--- src/hdl/ccs_map.svh ---
`ifndef CCS_MAP_SVH
`define CCS_MAP_SVH

// status word bit positions
`define CCS_ST_AR_FULL 0
`define CCS_ST_CB_FULL 1
`define CCS_ST_INHIBIT 3
`define CCS_ST_CHANNEL_ACTIVE_FLAG 4
`define CCS_ST_CHAN_STROBE 5
`define CCS_ST_BAD_FUNC 9
`define CCS_ST_SD_FAULT 10
`define CCS_ST_CHANNEL_DATA_PARITY_FAULT 15
`define CCS_ST_CTRL_WORD_PARITY_FAULT 16
`define CCS_ST_NXM 17
`define CCS_ST_DRIVE_BUS_PARITY_FAULT 18
`define CCS_ST_DRV_ERR 19
`define CCS_ST_CHAN_SUM 20
`define CCS_ST_CW_WRITTEN 21
`define CCS_ST_OVERRUN 22
`define CCS_ST_DRE 23
`define CCS_ST_ILC 24
`define CCS_ST_SUPPLY 25
`define CCS_ST_CTRL_BUS_OVERRUN 28
`define CCS_ST_AF_EN 29
`define CCS_ST_ATTENTION_IRQ_ENABLE 30
`define CCS_ST_BUSY 31
`define CCS_ST_DONE 32
`define CCS_ST_PIA 33

// control word bit positions
`define CCS_CT_DRIVE_BUS_PARITY_FAULT_CLR 18
`define CCS_CT_EXC_CLR 19
`define CCS_CT_CHAN_CLR 20
`define CCS_CT_WRT_CW 21
`define CCS_CT_OVR_CLR 22
`define CCS_CT_DRE_CLR 23
`define CCS_CT_ILC_CLR 24
`define CCS_CT_RESET 25
`define CCS_CT_CTRL_BUS_OVERRUN_CLR 28
`define CCS_CT_AF_EN 29
`define CCS_CT_ATTENTION_IRQ_ENABLE 30
`define CCS_CT_STOP 31
`define CCS_CT_DONE_CLR 32
`define CCS_CT_PIA 33

// function codes accepted by the command register, octal 71 and 61
`define CCS_FUNC_READ 6'h39
`define CCS_FUNC_WRITE 6'h31

// reset values
`define CCS_PIA_RESET 3'h0

`endif

--- src/hdl/ccs_pkg.sv ---
package ccs_pkg;
    typedef logic [35:0] ccs_word_t;
    typedef logic [5:0] ccs_func_t;
    typedef logic [2:0] ccs_pia_t;
    typedef enum logic [3:0] {
        CCS_IDLE = 4'b0001,
        CCS_XFER = 4'b0010,
        CCS_TERM = 4'b0100,
        CCS_DONE = 4'b1000
    } ccs_state_t;
endpackage

--- src/hdl/ccs_err_if.sv ---
`timescale 1ns/1ps
interface ccs_err_if;
    logic [12:0] set;
    logic [12:0] clr;
    logic [12:0] flags;
    modport owner (input set, input clr, output flags);
    modport user (output set, output clr, input flags);
endinterface

--- src/hdl/ccs_err_bank.sv ---
`timescale 1ns/1ps
module ccs_err_bank (
    input wire logic CLK,
    input wire logic RST,
    ccs_err_if.owner eb
);
    // ----------------------------------------
    // sticky error flags, set beats clear
    // ----------------------------------------
    genvar gi;
    generate
        for (gi = 0; gi < 13; gi = gi + 1) begin : g_flag
            logic flag_q;
            always_ff @(posedge CLK) begin
                if (RST) begin
                    flag_q <= 1'b0;
                end else if (eb.set[gi]) begin
                    flag_q <= 1'b1;
                end else if (eb.clr[gi]) begin
                    flag_q <= 1'b0;
                end
            end
            assign eb.flags[gi] = flag_q;
        end
    endgenerate
endmodule

--- src/hdl/ccs_path.sv ---
`timescale 1ns/1ps
module ccs_path (
    input wire logic CLK,
    input wire logic RST,
    input wire logic write_mode,
    input wire logic flush,
    input wire logic chan_load,
    input wire logic [35:0] chan_word,
    input wire logic chan_take,
    input wire logic drive_load,
    input wire logic [35:0] drive_word,
    input wire logic db_take,
    output logic ar_full,
    output logic cb_full,
    output logic db_full,
    output logic [35:0] cb_q,
    output logic [35:0] db_q
);
    logic [35:0] ar_q;
    logic ar_full_q;
    logic cb_full_q;
    logic db_full_q;
    logic ar_to_db;
    logic ar_to_cb;
    logic cb_to_ar;

    assign ar_to_db = write_mode && ar_full_q && !db_full_q;
    assign ar_to_cb = !write_mode && ar_full_q && !cb_full_q;
    assign cb_to_ar = write_mode && cb_full_q && !ar_full_q;
    assign ar_full = ar_full_q;
    assign cb_full = cb_full_q;
    assign db_full = db_full_q;

    always_ff @(posedge CLK) begin
        if (RST || flush) begin
            ar_full_q <= 1'b0;
        end else if (cb_to_ar || (!write_mode && drive_load && !ar_full_q)) begin
            ar_full_q <= 1'b1;
        end else if (ar_to_db || ar_to_cb) begin
            ar_full_q <= 1'b0;
        end
    end

    always_ff @(posedge CLK) begin
        if (cb_to_ar) begin
            ar_q <= cb_q;
        end else if (!write_mode && drive_load && !ar_full_q) begin
            ar_q <= drive_word;
        end
    end

    always_ff @(posedge CLK) begin
        if (RST || flush) begin
            cb_full_q <= 1'b0;
        end else if (ar_to_cb || (write_mode && chan_load && !cb_full_q)) begin
            cb_full_q <= 1'b1;
        end else if (cb_to_ar || (!write_mode && chan_take)) begin
            cb_full_q <= 1'b0;
        end
    end

    always_ff @(posedge CLK) begin
        if (RST) begin
            cb_q <= 36'h0;
        end else if (ar_to_cb) begin
            cb_q <= ar_q;
        end else if (write_mode && chan_load && !cb_full_q) begin
            cb_q <= chan_word;
        end
    end

    always_ff @(posedge CLK) begin
        if (RST || flush) begin
            db_full_q <= 1'b0;
        end else if (ar_to_db) begin
            db_full_q <= 1'b1;
        end else if (db_take) begin
            db_full_q <= 1'b0;
        end
    end

    always_ff @(posedge CLK) begin
        if (RST) begin
            db_q <= 36'h0;
        end else if (ar_to_db) begin
            db_q <= ar_q;
        end
    end
endmodule

--- src/hdl/ccs_top.sv ---
// Operation
// - full assembly register flags bit 0, moves to data bus or channel buffer
// - full channel buffer flags bit 1; read word leaves on channel strobe
// - termination raises channel inhibit, bit 3, blocking channel start requests
// - selected drive access error sets bit 10
// - channel data parity error recorded in bit 15
// - control word parity error sets bit 16 and terminates via inhibit
// - missing memory sets bit 17 and terminates via inhibit
// - wrong parity on read drive word sets bit 18
// - drive error during transfer latched into bit 19
// - bit 20 is OR of bits 15, 16, 17
// - write control word request, then bit 21 after channel stores it
// - overrun bit 22 on late write word or read words too fast
// - bit 23 is OR of data and control bus timeouts
// - bit 24 is OR of bits 9 and 10
// - low supply detection sets bit 25
// - new drive cycle before previous ends sets bit 28
// - control bits 29, 30 set interrupt enables, read back in status
// - busy only during transfers; done on any completion
// - priority level shown from bit 33
// - control bit 25 clears all error flags like bus reset
// - control bit 31 clears busy, sets done, releases channel, stops
`timescale 1ns/1ps
`include "ccs_map.svh"
module ccs_top (
    input wire logic CLK,
    input wire logic RST,
    input wire logic STATUS_RD,
    output ccs_pkg::ccs_word_t STATUS_WORD,
    input wire logic CONTROL_WR,
    input ccs_pkg::ccs_word_t CONTROL_WORD,
    input wire logic FUNC_WR,
    input ccs_pkg::ccs_func_t FUNC_CODE,
    input wire logic WRITE_MODE,
    input wire logic XFER_START,
    input wire logic XFER_END,
    input wire logic CHAN_WORD_STROBE,
    input ccs_pkg::ccs_word_t CHAN_DATA,
    output logic DEV_WORD_STROBE,
    output ccs_pkg::ccs_word_t DEV_DATA,
    output logic CHAN_START_REQ,
    output logic CHAN_INHIBIT,
    output logic WRITE_CW_REQ,
    input wire logic CW_STORED,
    input wire logic CHAN_DATA_PARITY,
    input wire logic CHAN_CW_PARITY,
    input wire logic CHAN_NXM,
    input wire logic CHAN_DONE,
    input wire logic DRIVE_LOAD,
    input wire logic [35:0] DRIVE_WORD,
    input wire logic DRIVE_PARITY,
    input wire logic DRIVE_SYNC,
    output logic DRIVE_WORD_VALID,
    output ccs_pkg::ccs_word_t DRIVE_OUT,
    input wire logic SEL_DRIVE_RAE,
    input wire logic DRIVE_EXC,
    input wire logic DB_TIMEOUT,
    input wire logic CB_TIMEOUT,
    input wire logic SUPPLY_LOW,
    input wire logic DIB_START,
    input wire logic DIB_END,
    output logic ACCESS_IRQ_EN,
    output logic ATTN_IRQ_EN,
    output ccs_pkg::ccs_pia_t IRQ_LEVEL
);
    import ccs_pkg::*;

    // ----------------------------------------
    // error flag indices
    // ----------------------------------------
    localparam int E_BADF = 0;
    localparam int E_SDRAE = 1;
    localparam int E_CHANNEL_DATA_PARITY_FAULT = 2;
    localparam int E_CTRL_WORD_PARITY_FAULT = 3;
    localparam int E_NXM = 4;
    localparam int E_DRIVE_BUS_PARITY_FAULT = 5;
    localparam int E_EXC = 6;
    localparam int E_OVR = 7;
    localparam int E_DBTO = 8;
    localparam int E_CBTO = 9;
    localparam int E_SUP = 10;
    localparam int E_CTRL_BUS_OVERRUN = 11;
    localparam int E_CWW = 12;

    ccs_err_if eb ();
    ccs_state_t state_q;
    logic busy_q;
    logic done_q;
    logic af_en_q;
    logic attention_irq_enable_q;
    ccs_pia_t pia_q;
    logic wcw_q;
    logic dib_busy_q;
    logic dev_strobe_q;
    logic ar_full;
    logic cb_full;
    logic db_full;
    ccs_word_t cb_word;
    logic ctl_stop;
    logic ctl_reset;
    logic active;
    logic chan_take;
    logic db_take;
    logic chan_fault;
    logic [12:0] eset;
    logic [12:0] eclr;

    function automatic logic ctl_bit(input ccs_word_t w, input int pos);
        ctl_bit = CONTROL_WR && w[pos];
    endfunction

    assign ctl_stop = ctl_bit(CONTROL_WORD, `CCS_CT_STOP);
    assign ctl_reset = ctl_bit(CONTROL_WORD, `CCS_CT_RESET);
    assign active = (state_q == CCS_XFER);
    assign chan_take = active && !WRITE_MODE && CHAN_WORD_STROBE && dev_strobe_q;
    assign db_take = active && WRITE_MODE && DRIVE_SYNC;
    assign chan_fault = eb.flags[E_CHANNEL_DATA_PARITY_FAULT] | eb.flags[E_CTRL_WORD_PARITY_FAULT] | eb.flags[E_NXM];

    ccs_err_bank u_err (
        .CLK(CLK),
        .RST(RST),
        .eb(eb)
    );

    ccs_path u_path (
        .CLK(CLK),
        .RST(RST),
        .write_mode(WRITE_MODE),
        .flush(state_q == CCS_IDLE),
        .chan_load(active && WRITE_MODE && CHAN_WORD_STROBE),
        .chan_word(CHAN_DATA),
        .chan_take(chan_take),
        .drive_load(active && DRIVE_LOAD),
        .drive_word(DRIVE_WORD),
        .db_take(db_take),
        .ar_full(ar_full),
        .cb_full(cb_full),
        .db_full(db_full),
        .cb_q(cb_word),
        .db_q(DRIVE_OUT)
    );

    // ----------------------------------------
    // error set and clear terms
    // ----------------------------------------
    always_comb begin
        eset = 13'h0;
        eset[E_BADF] = FUNC_WR && FUNC_CODE != `CCS_FUNC_READ
            && FUNC_CODE != `CCS_FUNC_WRITE;
        eset[E_SDRAE] = SEL_DRIVE_RAE;
        eset[E_CHANNEL_DATA_PARITY_FAULT] = CHAN_DATA_PARITY;
        eset[E_CTRL_WORD_PARITY_FAULT] = CHAN_CW_PARITY;
        eset[E_NXM] = CHAN_NXM;
        eset[E_DRIVE_BUS_PARITY_FAULT] = active && !WRITE_MODE && DRIVE_LOAD && !DRIVE_PARITY;
        eset[E_EXC] = active && DRIVE_EXC;
        // write: sync with nothing to send; read: drive word while assembly full
        eset[E_OVR] = active && ((WRITE_MODE && DRIVE_SYNC && !db_full)
            || (!WRITE_MODE && DRIVE_LOAD && ar_full));
        eset[E_DBTO] = DB_TIMEOUT;
        eset[E_CBTO] = CB_TIMEOUT;
        eset[E_SUP] = SUPPLY_LOW;
        eset[E_CTRL_BUS_OVERRUN] = DIB_START && dib_busy_q && !DIB_END;
        eset[E_CWW] = wcw_q && CW_STORED;
    end

    always_comb begin
        eclr = {13{ctl_reset}};
        eclr[E_DRIVE_BUS_PARITY_FAULT] = ctl_reset || ctl_bit(CONTROL_WORD, `CCS_CT_DRIVE_BUS_PARITY_FAULT_CLR);
        eclr[E_EXC] = ctl_reset || ctl_bit(CONTROL_WORD, `CCS_CT_EXC_CLR);
        eclr[E_CHANNEL_DATA_PARITY_FAULT] = ctl_reset || ctl_bit(CONTROL_WORD, `CCS_CT_CHAN_CLR);
        eclr[E_CTRL_WORD_PARITY_FAULT] = eclr[E_CHANNEL_DATA_PARITY_FAULT];
        eclr[E_NXM] = eclr[E_CHANNEL_DATA_PARITY_FAULT];
        eclr[E_OVR] = ctl_reset || ctl_bit(CONTROL_WORD, `CCS_CT_OVR_CLR);
        eclr[E_DBTO] = ctl_reset || ctl_bit(CONTROL_WORD, `CCS_CT_DRE_CLR);
        eclr[E_CBTO] = eclr[E_DBTO];
        eclr[E_BADF] = ctl_reset || ctl_bit(CONTROL_WORD, `CCS_CT_ILC_CLR);
        eclr[E_SDRAE] = eclr[E_BADF];
        eclr[E_CTRL_BUS_OVERRUN] = ctl_reset || ctl_bit(CONTROL_WORD, `CCS_CT_CTRL_BUS_OVERRUN_CLR);
        eclr[E_CWW] = ctl_reset || ctl_bit(CONTROL_WORD, `CCS_CT_WRT_CW);
    end

    assign eb.set = eset;
    assign eb.clr = eclr;

    // ----------------------------------------
    // transfer sequencer
    // ----------------------------------------
    always_ff @(posedge CLK) begin
        if (RST) begin
            state_q <= CCS_IDLE;
        end else begin
            unique case (state_q)
                CCS_IDLE: begin
                    if (XFER_START && !ctl_stop) begin
                        state_q <= CCS_XFER;
                    end
                end
                CCS_XFER: begin
                    if (ctl_stop) begin
                        state_q <= CCS_DONE;
                    end else if (XFER_END || CHAN_DONE || CHAN_CW_PARITY || CHAN_NXM
                        || eb.flags[E_SUP] || eb.flags[E_OVR]) begin
                        state_q <= CCS_TERM;
                    end
                end
                CCS_TERM: begin
                    state_q <= CCS_DONE;
                end
                CCS_DONE: begin
                    state_q <= CCS_IDLE;
                end
                default: begin
                    state_q <= CCS_IDLE;
                end
            endcase
        end
    end

    // busy tracks transfers only; of register accesses only the stop bit (control bit 31) touches it, clearing it
    always_ff @(posedge CLK) begin
        if (RST) begin
            busy_q <= 1'b0;
        end else if (ctl_stop) begin
            busy_q <= 1'b0;
        end else if (state_q == CCS_IDLE && XFER_START) begin
            busy_q <= 1'b1;
        end else if (state_q == CCS_DONE) begin
            busy_q <= 1'b0;
        end
    end

    always_ff @(posedge CLK) begin
        if (RST) begin
            done_q <= 1'b0;
        end else if (ctl_stop || (state_q == CCS_TERM)) begin
            done_q <= 1'b1;
        end else if (ctl_bit(CONTROL_WORD, `CCS_CT_DONE_CLR)) begin
            done_q <= 1'b0;
        end else if (state_q == CCS_IDLE && XFER_START) begin
            done_q <= 1'b0;
        end
    end

    // ----------------------------------------
    // control write fields
    // ----------------------------------------
    always_ff @(posedge CLK) begin
        if (RST) begin
            af_en_q <= 1'b0;
            attention_irq_enable_q <= 1'b0;
            pia_q <= `CCS_PIA_RESET;
        end else if (CONTROL_WR) begin
            af_en_q <= CONTROL_WORD[`CCS_CT_AF_EN];
            attention_irq_enable_q <= CONTROL_WORD[`CCS_CT_ATTENTION_IRQ_ENABLE];
            pia_q <= CONTROL_WORD[`CCS_CT_PIA +: 3];
        end
    end

    always_ff @(posedge CLK) begin
        if (RST) begin
            wcw_q <= 1'b0;
        end else if (ctl_bit(CONTROL_WORD, `CCS_CT_WRT_CW)) begin
            wcw_q <= 1'b1;
        end else if (CW_STORED) begin
            wcw_q <= 1'b0;
        end
    end

    always_ff @(posedge CLK) begin
        if (RST) begin
            dib_busy_q <= 1'b0;
        end else if (DIB_START) begin
            dib_busy_q <= 1'b1;
        end else if (DIB_END) begin
            dib_busy_q <= 1'b0;
        end
    end

    // read handoff: strobe stays up until the channel answers or the sequencer leaves CCS_XFER
    always_ff @(posedge CLK) begin
        if (RST) begin
            dev_strobe_q <= 1'b0;
        end else if (!active || chan_take) begin
            dev_strobe_q <= 1'b0;
        end else if (!WRITE_MODE && cb_full) begin
            dev_strobe_q <= 1'b1;
        end
    end

    always_ff @(posedge CLK) begin
        if (RST) begin
            DEV_DATA <= 36'h0;
        end else if (!WRITE_MODE && cb_full) begin
            DEV_DATA <= cb_word;
        end
    end

    assign DEV_WORD_STROBE = dev_strobe_q;
    assign CHAN_INHIBIT = (state_q == CCS_TERM) || (state_q == CCS_DONE);
    assign CHAN_START_REQ = active && !CHAN_INHIBIT;
    assign WRITE_CW_REQ = wcw_q;
    assign DRIVE_WORD_VALID = db_full;
    assign ACCESS_IRQ_EN = af_en_q;
    assign ATTN_IRQ_EN = attention_irq_enable_q;
    assign IRQ_LEVEL = pia_q;

    // ----------------------------------------
    // status word assembly
    // ----------------------------------------
    always_ff @(posedge CLK) begin
        if (RST) begin
            STATUS_WORD <= 36'h0;
        end else begin
            STATUS_WORD <= 36'h0;
            STATUS_WORD[`CCS_ST_AR_FULL] <= ar_full;
            STATUS_WORD[`CCS_ST_CB_FULL] <= cb_full;
            STATUS_WORD[`CCS_ST_INHIBIT] <= CHAN_INHIBIT;
            STATUS_WORD[`CCS_ST_CHANNEL_ACTIVE_FLAG] <= active;
            STATUS_WORD[`CCS_ST_CHAN_STROBE] <= CHAN_WORD_STROBE;
            STATUS_WORD[`CCS_ST_BAD_FUNC] <= eb.flags[E_BADF];
            STATUS_WORD[`CCS_ST_SD_FAULT] <= eb.flags[E_SDRAE];
            STATUS_WORD[`CCS_ST_CHANNEL_DATA_PARITY_FAULT] <= eb.flags[E_CHANNEL_DATA_PARITY_FAULT];
            STATUS_WORD[`CCS_ST_CTRL_WORD_PARITY_FAULT] <= eb.flags[E_CTRL_WORD_PARITY_FAULT];
            STATUS_WORD[`CCS_ST_NXM] <= eb.flags[E_NXM];
            STATUS_WORD[`CCS_ST_DRIVE_BUS_PARITY_FAULT] <= eb.flags[E_DRIVE_BUS_PARITY_FAULT];
            STATUS_WORD[`CCS_ST_DRV_ERR] <= eb.flags[E_EXC];
            STATUS_WORD[`CCS_ST_CHAN_SUM] <= chan_fault;
            STATUS_WORD[`CCS_ST_CW_WRITTEN] <= eb.flags[E_CWW];
            STATUS_WORD[`CCS_ST_OVERRUN] <= eb.flags[E_OVR];
            STATUS_WORD[`CCS_ST_DRE] <= eb.flags[E_DBTO] | eb.flags[E_CBTO];
            STATUS_WORD[`CCS_ST_ILC] <= eb.flags[E_BADF] | eb.flags[E_SDRAE];
            STATUS_WORD[`CCS_ST_SUPPLY] <= eb.flags[E_SUP];
            STATUS_WORD[`CCS_ST_CTRL_BUS_OVERRUN] <= eb.flags[E_CTRL_BUS_OVERRUN];
            STATUS_WORD[`CCS_ST_AF_EN] <= af_en_q;
            STATUS_WORD[`CCS_ST_ATTENTION_IRQ_ENABLE] <= attention_irq_enable_q;
            STATUS_WORD[`CCS_ST_BUSY] <= busy_q;
            STATUS_WORD[`CCS_ST_DONE] <= done_q;
            STATUS_WORD[`CCS_ST_PIA +: 3] <= pia_q;
        end
    end
endmodule

--- config.mk ---
export PLATFORM = sky130hd
export DESIGN_NAME = ccs_top
export DESIGN_NICKNAME = d
export VERILOG_FILES = /design/src/hdl/ccs_pkg.sv /design/src/hdl/ccs_err_if.sv /design/src/hdl/ccs_err_bank.sv /design/src/hdl/ccs_path.sv /design/src/hdl/ccs_top.sv
export VERILOG_INCLUDE_DIRS = /design/src /design/src/hdl
export SDC_FILE = /design/constraint.sdc
export NUM_CORES = 1
export LEC_CHECK = 0
export BUFFER_PORTS_ARGS = -buffer_cell sky130_fd_sc_hd__buf_2
export CAP_MARGIN = 15
export CORE_MARGIN = 3
export CORE_UTILIZATION = 28
export DETAILED_ROUTE_END_ITERATION = 10
export HOLD_SLACK_MARGIN = 0.1
export SETUP_SLACK_MARGIN = 0.4
export SYNTH_ARGS = -nofsm -noshare
export SYNTH_HDL_FRONTEND = slang
export SYNTH_SLANG_ARGS = --single-unit
export TNS_END_PERCENT = 100
--- constraint.sdc ---
create_clock -name CLK -period 5.7 [get_ports CLK]
set_input_delay 0.57 -clock CLK [delete_from_list [all_inputs] [get_ports CLK]]
set_output_delay 0.57 -clock CLK [all_outputs]
set_load 0.02 [all_outputs]
==> impl_results.md <==
* Status: finished, final reports clean
* Number of buffers inserted during clock tree synthesis at 17
* Count of clock tree sinks at 200
* DRC violation count after routing at 0
* Number of port buffers at 223
* Slowest stage delay, CP at 0.85 ns
* RePlAce Congestion at 0.751
* Residual overflow from global routing at 0
* Placement row count at 60
* Die ar. at 0.0297 mm2
* Synth-to-layout area growth at 25.0%
* Reported max-cap violation count at 0
* Number of global-route vias before repair at 6421
* Post-cts gate resize count at 0
* Category of the critical setup timing path: register to register
* Max VDD drop at 0.180 mV
* Hold/Removal Path Class: primary input to register
* Crit path cell chain: or4b_4 > inv_2 > nand2_1 > o21ai_4 > buf_4
* Maximum frequency from static timing analysis at 295 MHz
* Synthesized instance count at 818
* Synthesized area per cell at 9.48 um2
* Headroom to the max-slew limit at 25.5%
* Hold wc startpoint: DB_TIMEOUT
* Buffer count from post-CTS setup fixing at 0
* Chip Width at 172 um
* Placeable core region at 0.0271 mm2
* Total wirelength of the detailed-routed design at 24700 um
* TritonCTS clock tree: done
* DR vias at 6648
* H-tree lvl count at 4
* CTS clock-pin slew for the worst setup and hold paths at 0.08 ns
* Worst setup skew after layout at 0.0127 ns
* Via-per-instance ratio at 4.81
* CP bufs+invs at 2
* Wirelength per Cell at 17.8 um
* Number of placed instances, taps included at 1350
* Arr. time, crit path at 3.45 ns
* Number of distinct library cells after synthesis at 43
* Setup total negative slack at 0 ns
* Detailed router's first-iteration violation count at 406
* Crit share post-route at 59.5%
* Final number of setup-violating endpoints at 0
* Startpoint Class: register
* Antenna Violating Nets Remaining at 0
* Number of detailed-route iterations in the first pass at 5
* Worst-skew pair later-pin latency at 0.43 ns
* Estimated wirelength of the detail-placed design at 15600 um
* Async set-or-reset flop fraction in the synthesized netlist at 0%
* Switch Pwr at 712 uW
* CTS max path bufs at 2
* Total Nets Final at 1135
* Sequential-to-total area share from yosys stat at 56.3%
* Clk pwr share at 43.3%
* Slew at the pin closest to its max-slew limit at 1.12 ns
* Internal power of the cells at 2200 uW
* Final worst hold slack at 0.353 ns
* Global-route total usage across every layer at 15.9%
* Slowest-stage cell, CP: sky130_fd_sc_hd__or4b_4
* Required time at the worst-slack endpoint at 5.76 ns
* Final instance count without filler cells at 1382
* Pin count of the biggest net entering global routing at 72
* Post-Synthesis Cell Area at 0.00775 mm2
* Sequential group share of total power at 50.5%
* Final hold viol count at 0
* Master cell of the clock root buffer: sky130_fd_sc_hd__clkbuf_16
* Cell type group with the largest total delay on the critical path: buffers and inverters
* Setup repair after global routing missed its margin: false
* Number of enable-type register cells in the synthesized netlist at 36
* Switching part of the total at 24.5%
* First-pass GRT wire length at 36200 um
* Flip-flop and latch count after synthesis at 200
* Die height at 172 um
* Total number of yosys warnings at 0
* Power after layout at 2910 uW
* Initial cell density of the core at 28.6%
* Total inserted antenna cells at 0
* Fraction of final layout cells sized beyond drive strength 1 at 30.6%
* Top-level port count at 256
* Post-CTS Hold Buffers at 0
* Critical path endpoint category: register
* Launch point of the critical path: state_q[0]
* Number of antenna violations at the first check in global routing at 6
* Post-synth top flop: sky130_fd_sc_hd__dfxtp_1
* Ratio of total power to cell area at 300 mW/mm2
* Number of fillers in the final layout at 2773
* Static Leak at 0.00379 uW
* Worst reg2reg startpoint: state_q[0]
* Final Max Tran Viols at 0
* Biggest fanout along the worst timing path at 42
* Crit path time final at 3.39 ns
* Combinational cell fraction of total power at 6.2%
==> cells in the mapped netlist, types with 2 or more instances <==
cell type | instances | share of area, %
sky130_fd_sc_hd__nand3b_1 | 4 | 0.39
sky130_fd_sc_hd__buf_1 | 4 | 0.19
sky130_fd_sc_hd__or2_2 | 2 | 0.16
sky130_fd_sc_hd__a41oi_1 | 36 | 4.1
sky130_fd_sc_hd__nand2_1 | 155 | 7.5
sky130_fd_sc_hd__a211oi_1 | 18 | 1.7
sky130_fd_sc_hd__nor4_1 | 5 | 0.40
sky130_fd_sc_hd__nor2_1 | 41 | 2.0
sky130_fd_sc_hd__a22oi_1 | 3 | 0.29
sky130_fd_sc_hd__a31oi_1 | 3 | 0.24
sky130_fd_sc_hd__mux2_2 | 36 | 5.2
sky130_fd_sc_hd__o21ai_1 | 8 | 0.52
sky130_fd_sc_hd__o21ai_0 | 60 | 3.9
sky130_fd_sc_hd__buf_4 | 11 | 1.1
sky130_fd_sc_hd__clkbuf_1 | 52 | 2.5
sky130_fd_sc_hd__a21oi_1 | 104 | 6.7
sky130_fd_sc_hd__and4_1 | 2 | 0.23
sky130_fd_sc_hd__and3b_1 | 3 | 0.34
sky130_fd_sc_hd__buf_2 | 9 | 0.58
sky130_fd_sc_hd__nor2b_1 | 26 | 2.1
sky130_fd_sc_hd__buf_6 | 3 | 0.44
sky130_fd_sc_hd__edfxtp_1 | 36 | 14
sky130_fd_sc_hd__nor3_1 | 5 | 0.32
sky130_fd_sc_hd__nand2b_1 | 2 | 0.16
sky130_fd_sc_hd__dfxtp_1 | 164 | 42
sky130_fd_sc_hd__or4_1 | 2 | 0.19
sky130_fd_sc_hd__mux2i_1 | 5 | 0.65
sky130_fd_sc_hd__inv_1 | 4 | 0.19
==> cells in the final DEF, fill, tap and decap left out, drive strengths merged, types with 3 or more instances in the layout <==
| cell type | netlist | layout |
|---|---|---|
| clkbuf | 52 | 20 |
| nor2 | 41 | 41 |
| a211oi | 18 | 18 |
| nor3 | 5 | 5 |
| dfxtp | 164 | 164 |
| inv | 5 | 14 |
| nor2b | 26 | 26 |
| a31oi | 3 | 3 |
| nand2 | 155 | 155 |
| a22oi | 3 | 3 |
| and3b | 3 | 3 |
| edfxtp | 36 | 36 |
| o21ai | 68 | 68 |
| nand3b | 4 | 4 |
| buf | 27 | 230 |
| nor4 | 5 | 5 |
| conb | 1 | 10 |
| a41oi | 36 | 36 |
| mux2 | 36 | 36 |
| mux2i | 5 | 5 |
| a21oi | 104 | 104 |
==> power groups by stage <==
stage / Combinational (uW) / Clock (uW) / Sequential (uW)
after floorplan: 94.2 / 0 / 1510
after global placement: 181 / 0 / 1500
after detailed placement: 181 / 0 / 1500
after CTS: 182 / 1300 / 1470
after global routing: 198 / 1360 / 1470
final: 181 / 1260 / 1470
==> cell type report <==
class / count / area, um2 / area share (%)
flip-flops and latches: 200 / 4360 / 45.0
multi-input cells: 543 / 3070 / 31.7
repair buffers: 230 / 1170 / 12.1
clock buffers: 20 / 479 / 4.95
well taps: 372 / 465 / 4.80
clock inverters: 12 / 123 / 1.27
inverters: 5 / 18.8 / 0.194
==> metal layers <==
layer / up-vias / GRT usage, % / wire length [um]
met5: - / 0 / 66
met4: 12 / 4.13 / 287
met3: 29 / 4.21 / 1800
met2: 252 / 26.3 / 11500
met1: 3141 / 20.8 / 11000
li1: 3214 / - / -
==> cell families (layout without fill, tap and decap cells) <==
family          count (synthesis)  in the layout  share of synthesized area, %
buf+inv                        84            267                          5.03
simple gates                  254            254                          14.6
mux                            41             41                          5.87
other cells                     1             10                        0.0484
xor+xnor                        1              1                         0.113
flops                         200            200                          56.3
compound gates                237            237                          18.0
==> worst min-delay path, cell delays in order <==
cell	delay [ns]
sky130_fd_sc_hd__buf_2	0.08
sky130_fd_sc_hd__a21oi_1	0.03
sky130_fd_sc_hd__nor2_1	0.07
==> metrics by stage <==
step	setup WS, ns	util, %	area (um2)
floorplan	1.30	-	7790
global placement	2.35	33.5	9090
detailed placement	2.31	33.5	9090
CTS	2.30	35.8	9690
finish	2.31	35.8	9690
global route	2.12	35.8	9690
==> final timing paths <==
path	to	cells after the start	slack [ns]
setup / recovery	u_path.ar_q[9]	5	2.31
hold / removal	u_err.g_flag[8].flag_q	3	0.35
setup reg to reg	u_path.ar_q[9]	5	2.31
hold reg to reg	STATUS_WORD[32]	2	0.45
==> flip-flops by register name, summed over array words and instances, names as in the netlist, 3 cells and up <==
| signal | flops |
|---|---|
| state_q | 4 |
| STATUS_WORD | 26 |
| u_err.g_flag.flag_q | 13 |
| IRQ_LEVEL | 3 |
| DEV_DATA | 36 |
| u_path.ar_q | 36 |
| u_path.db_q | 36 |
| u_path.cb_q | 36 |
No activity file was read; power rests on OpenSTA's default activity.
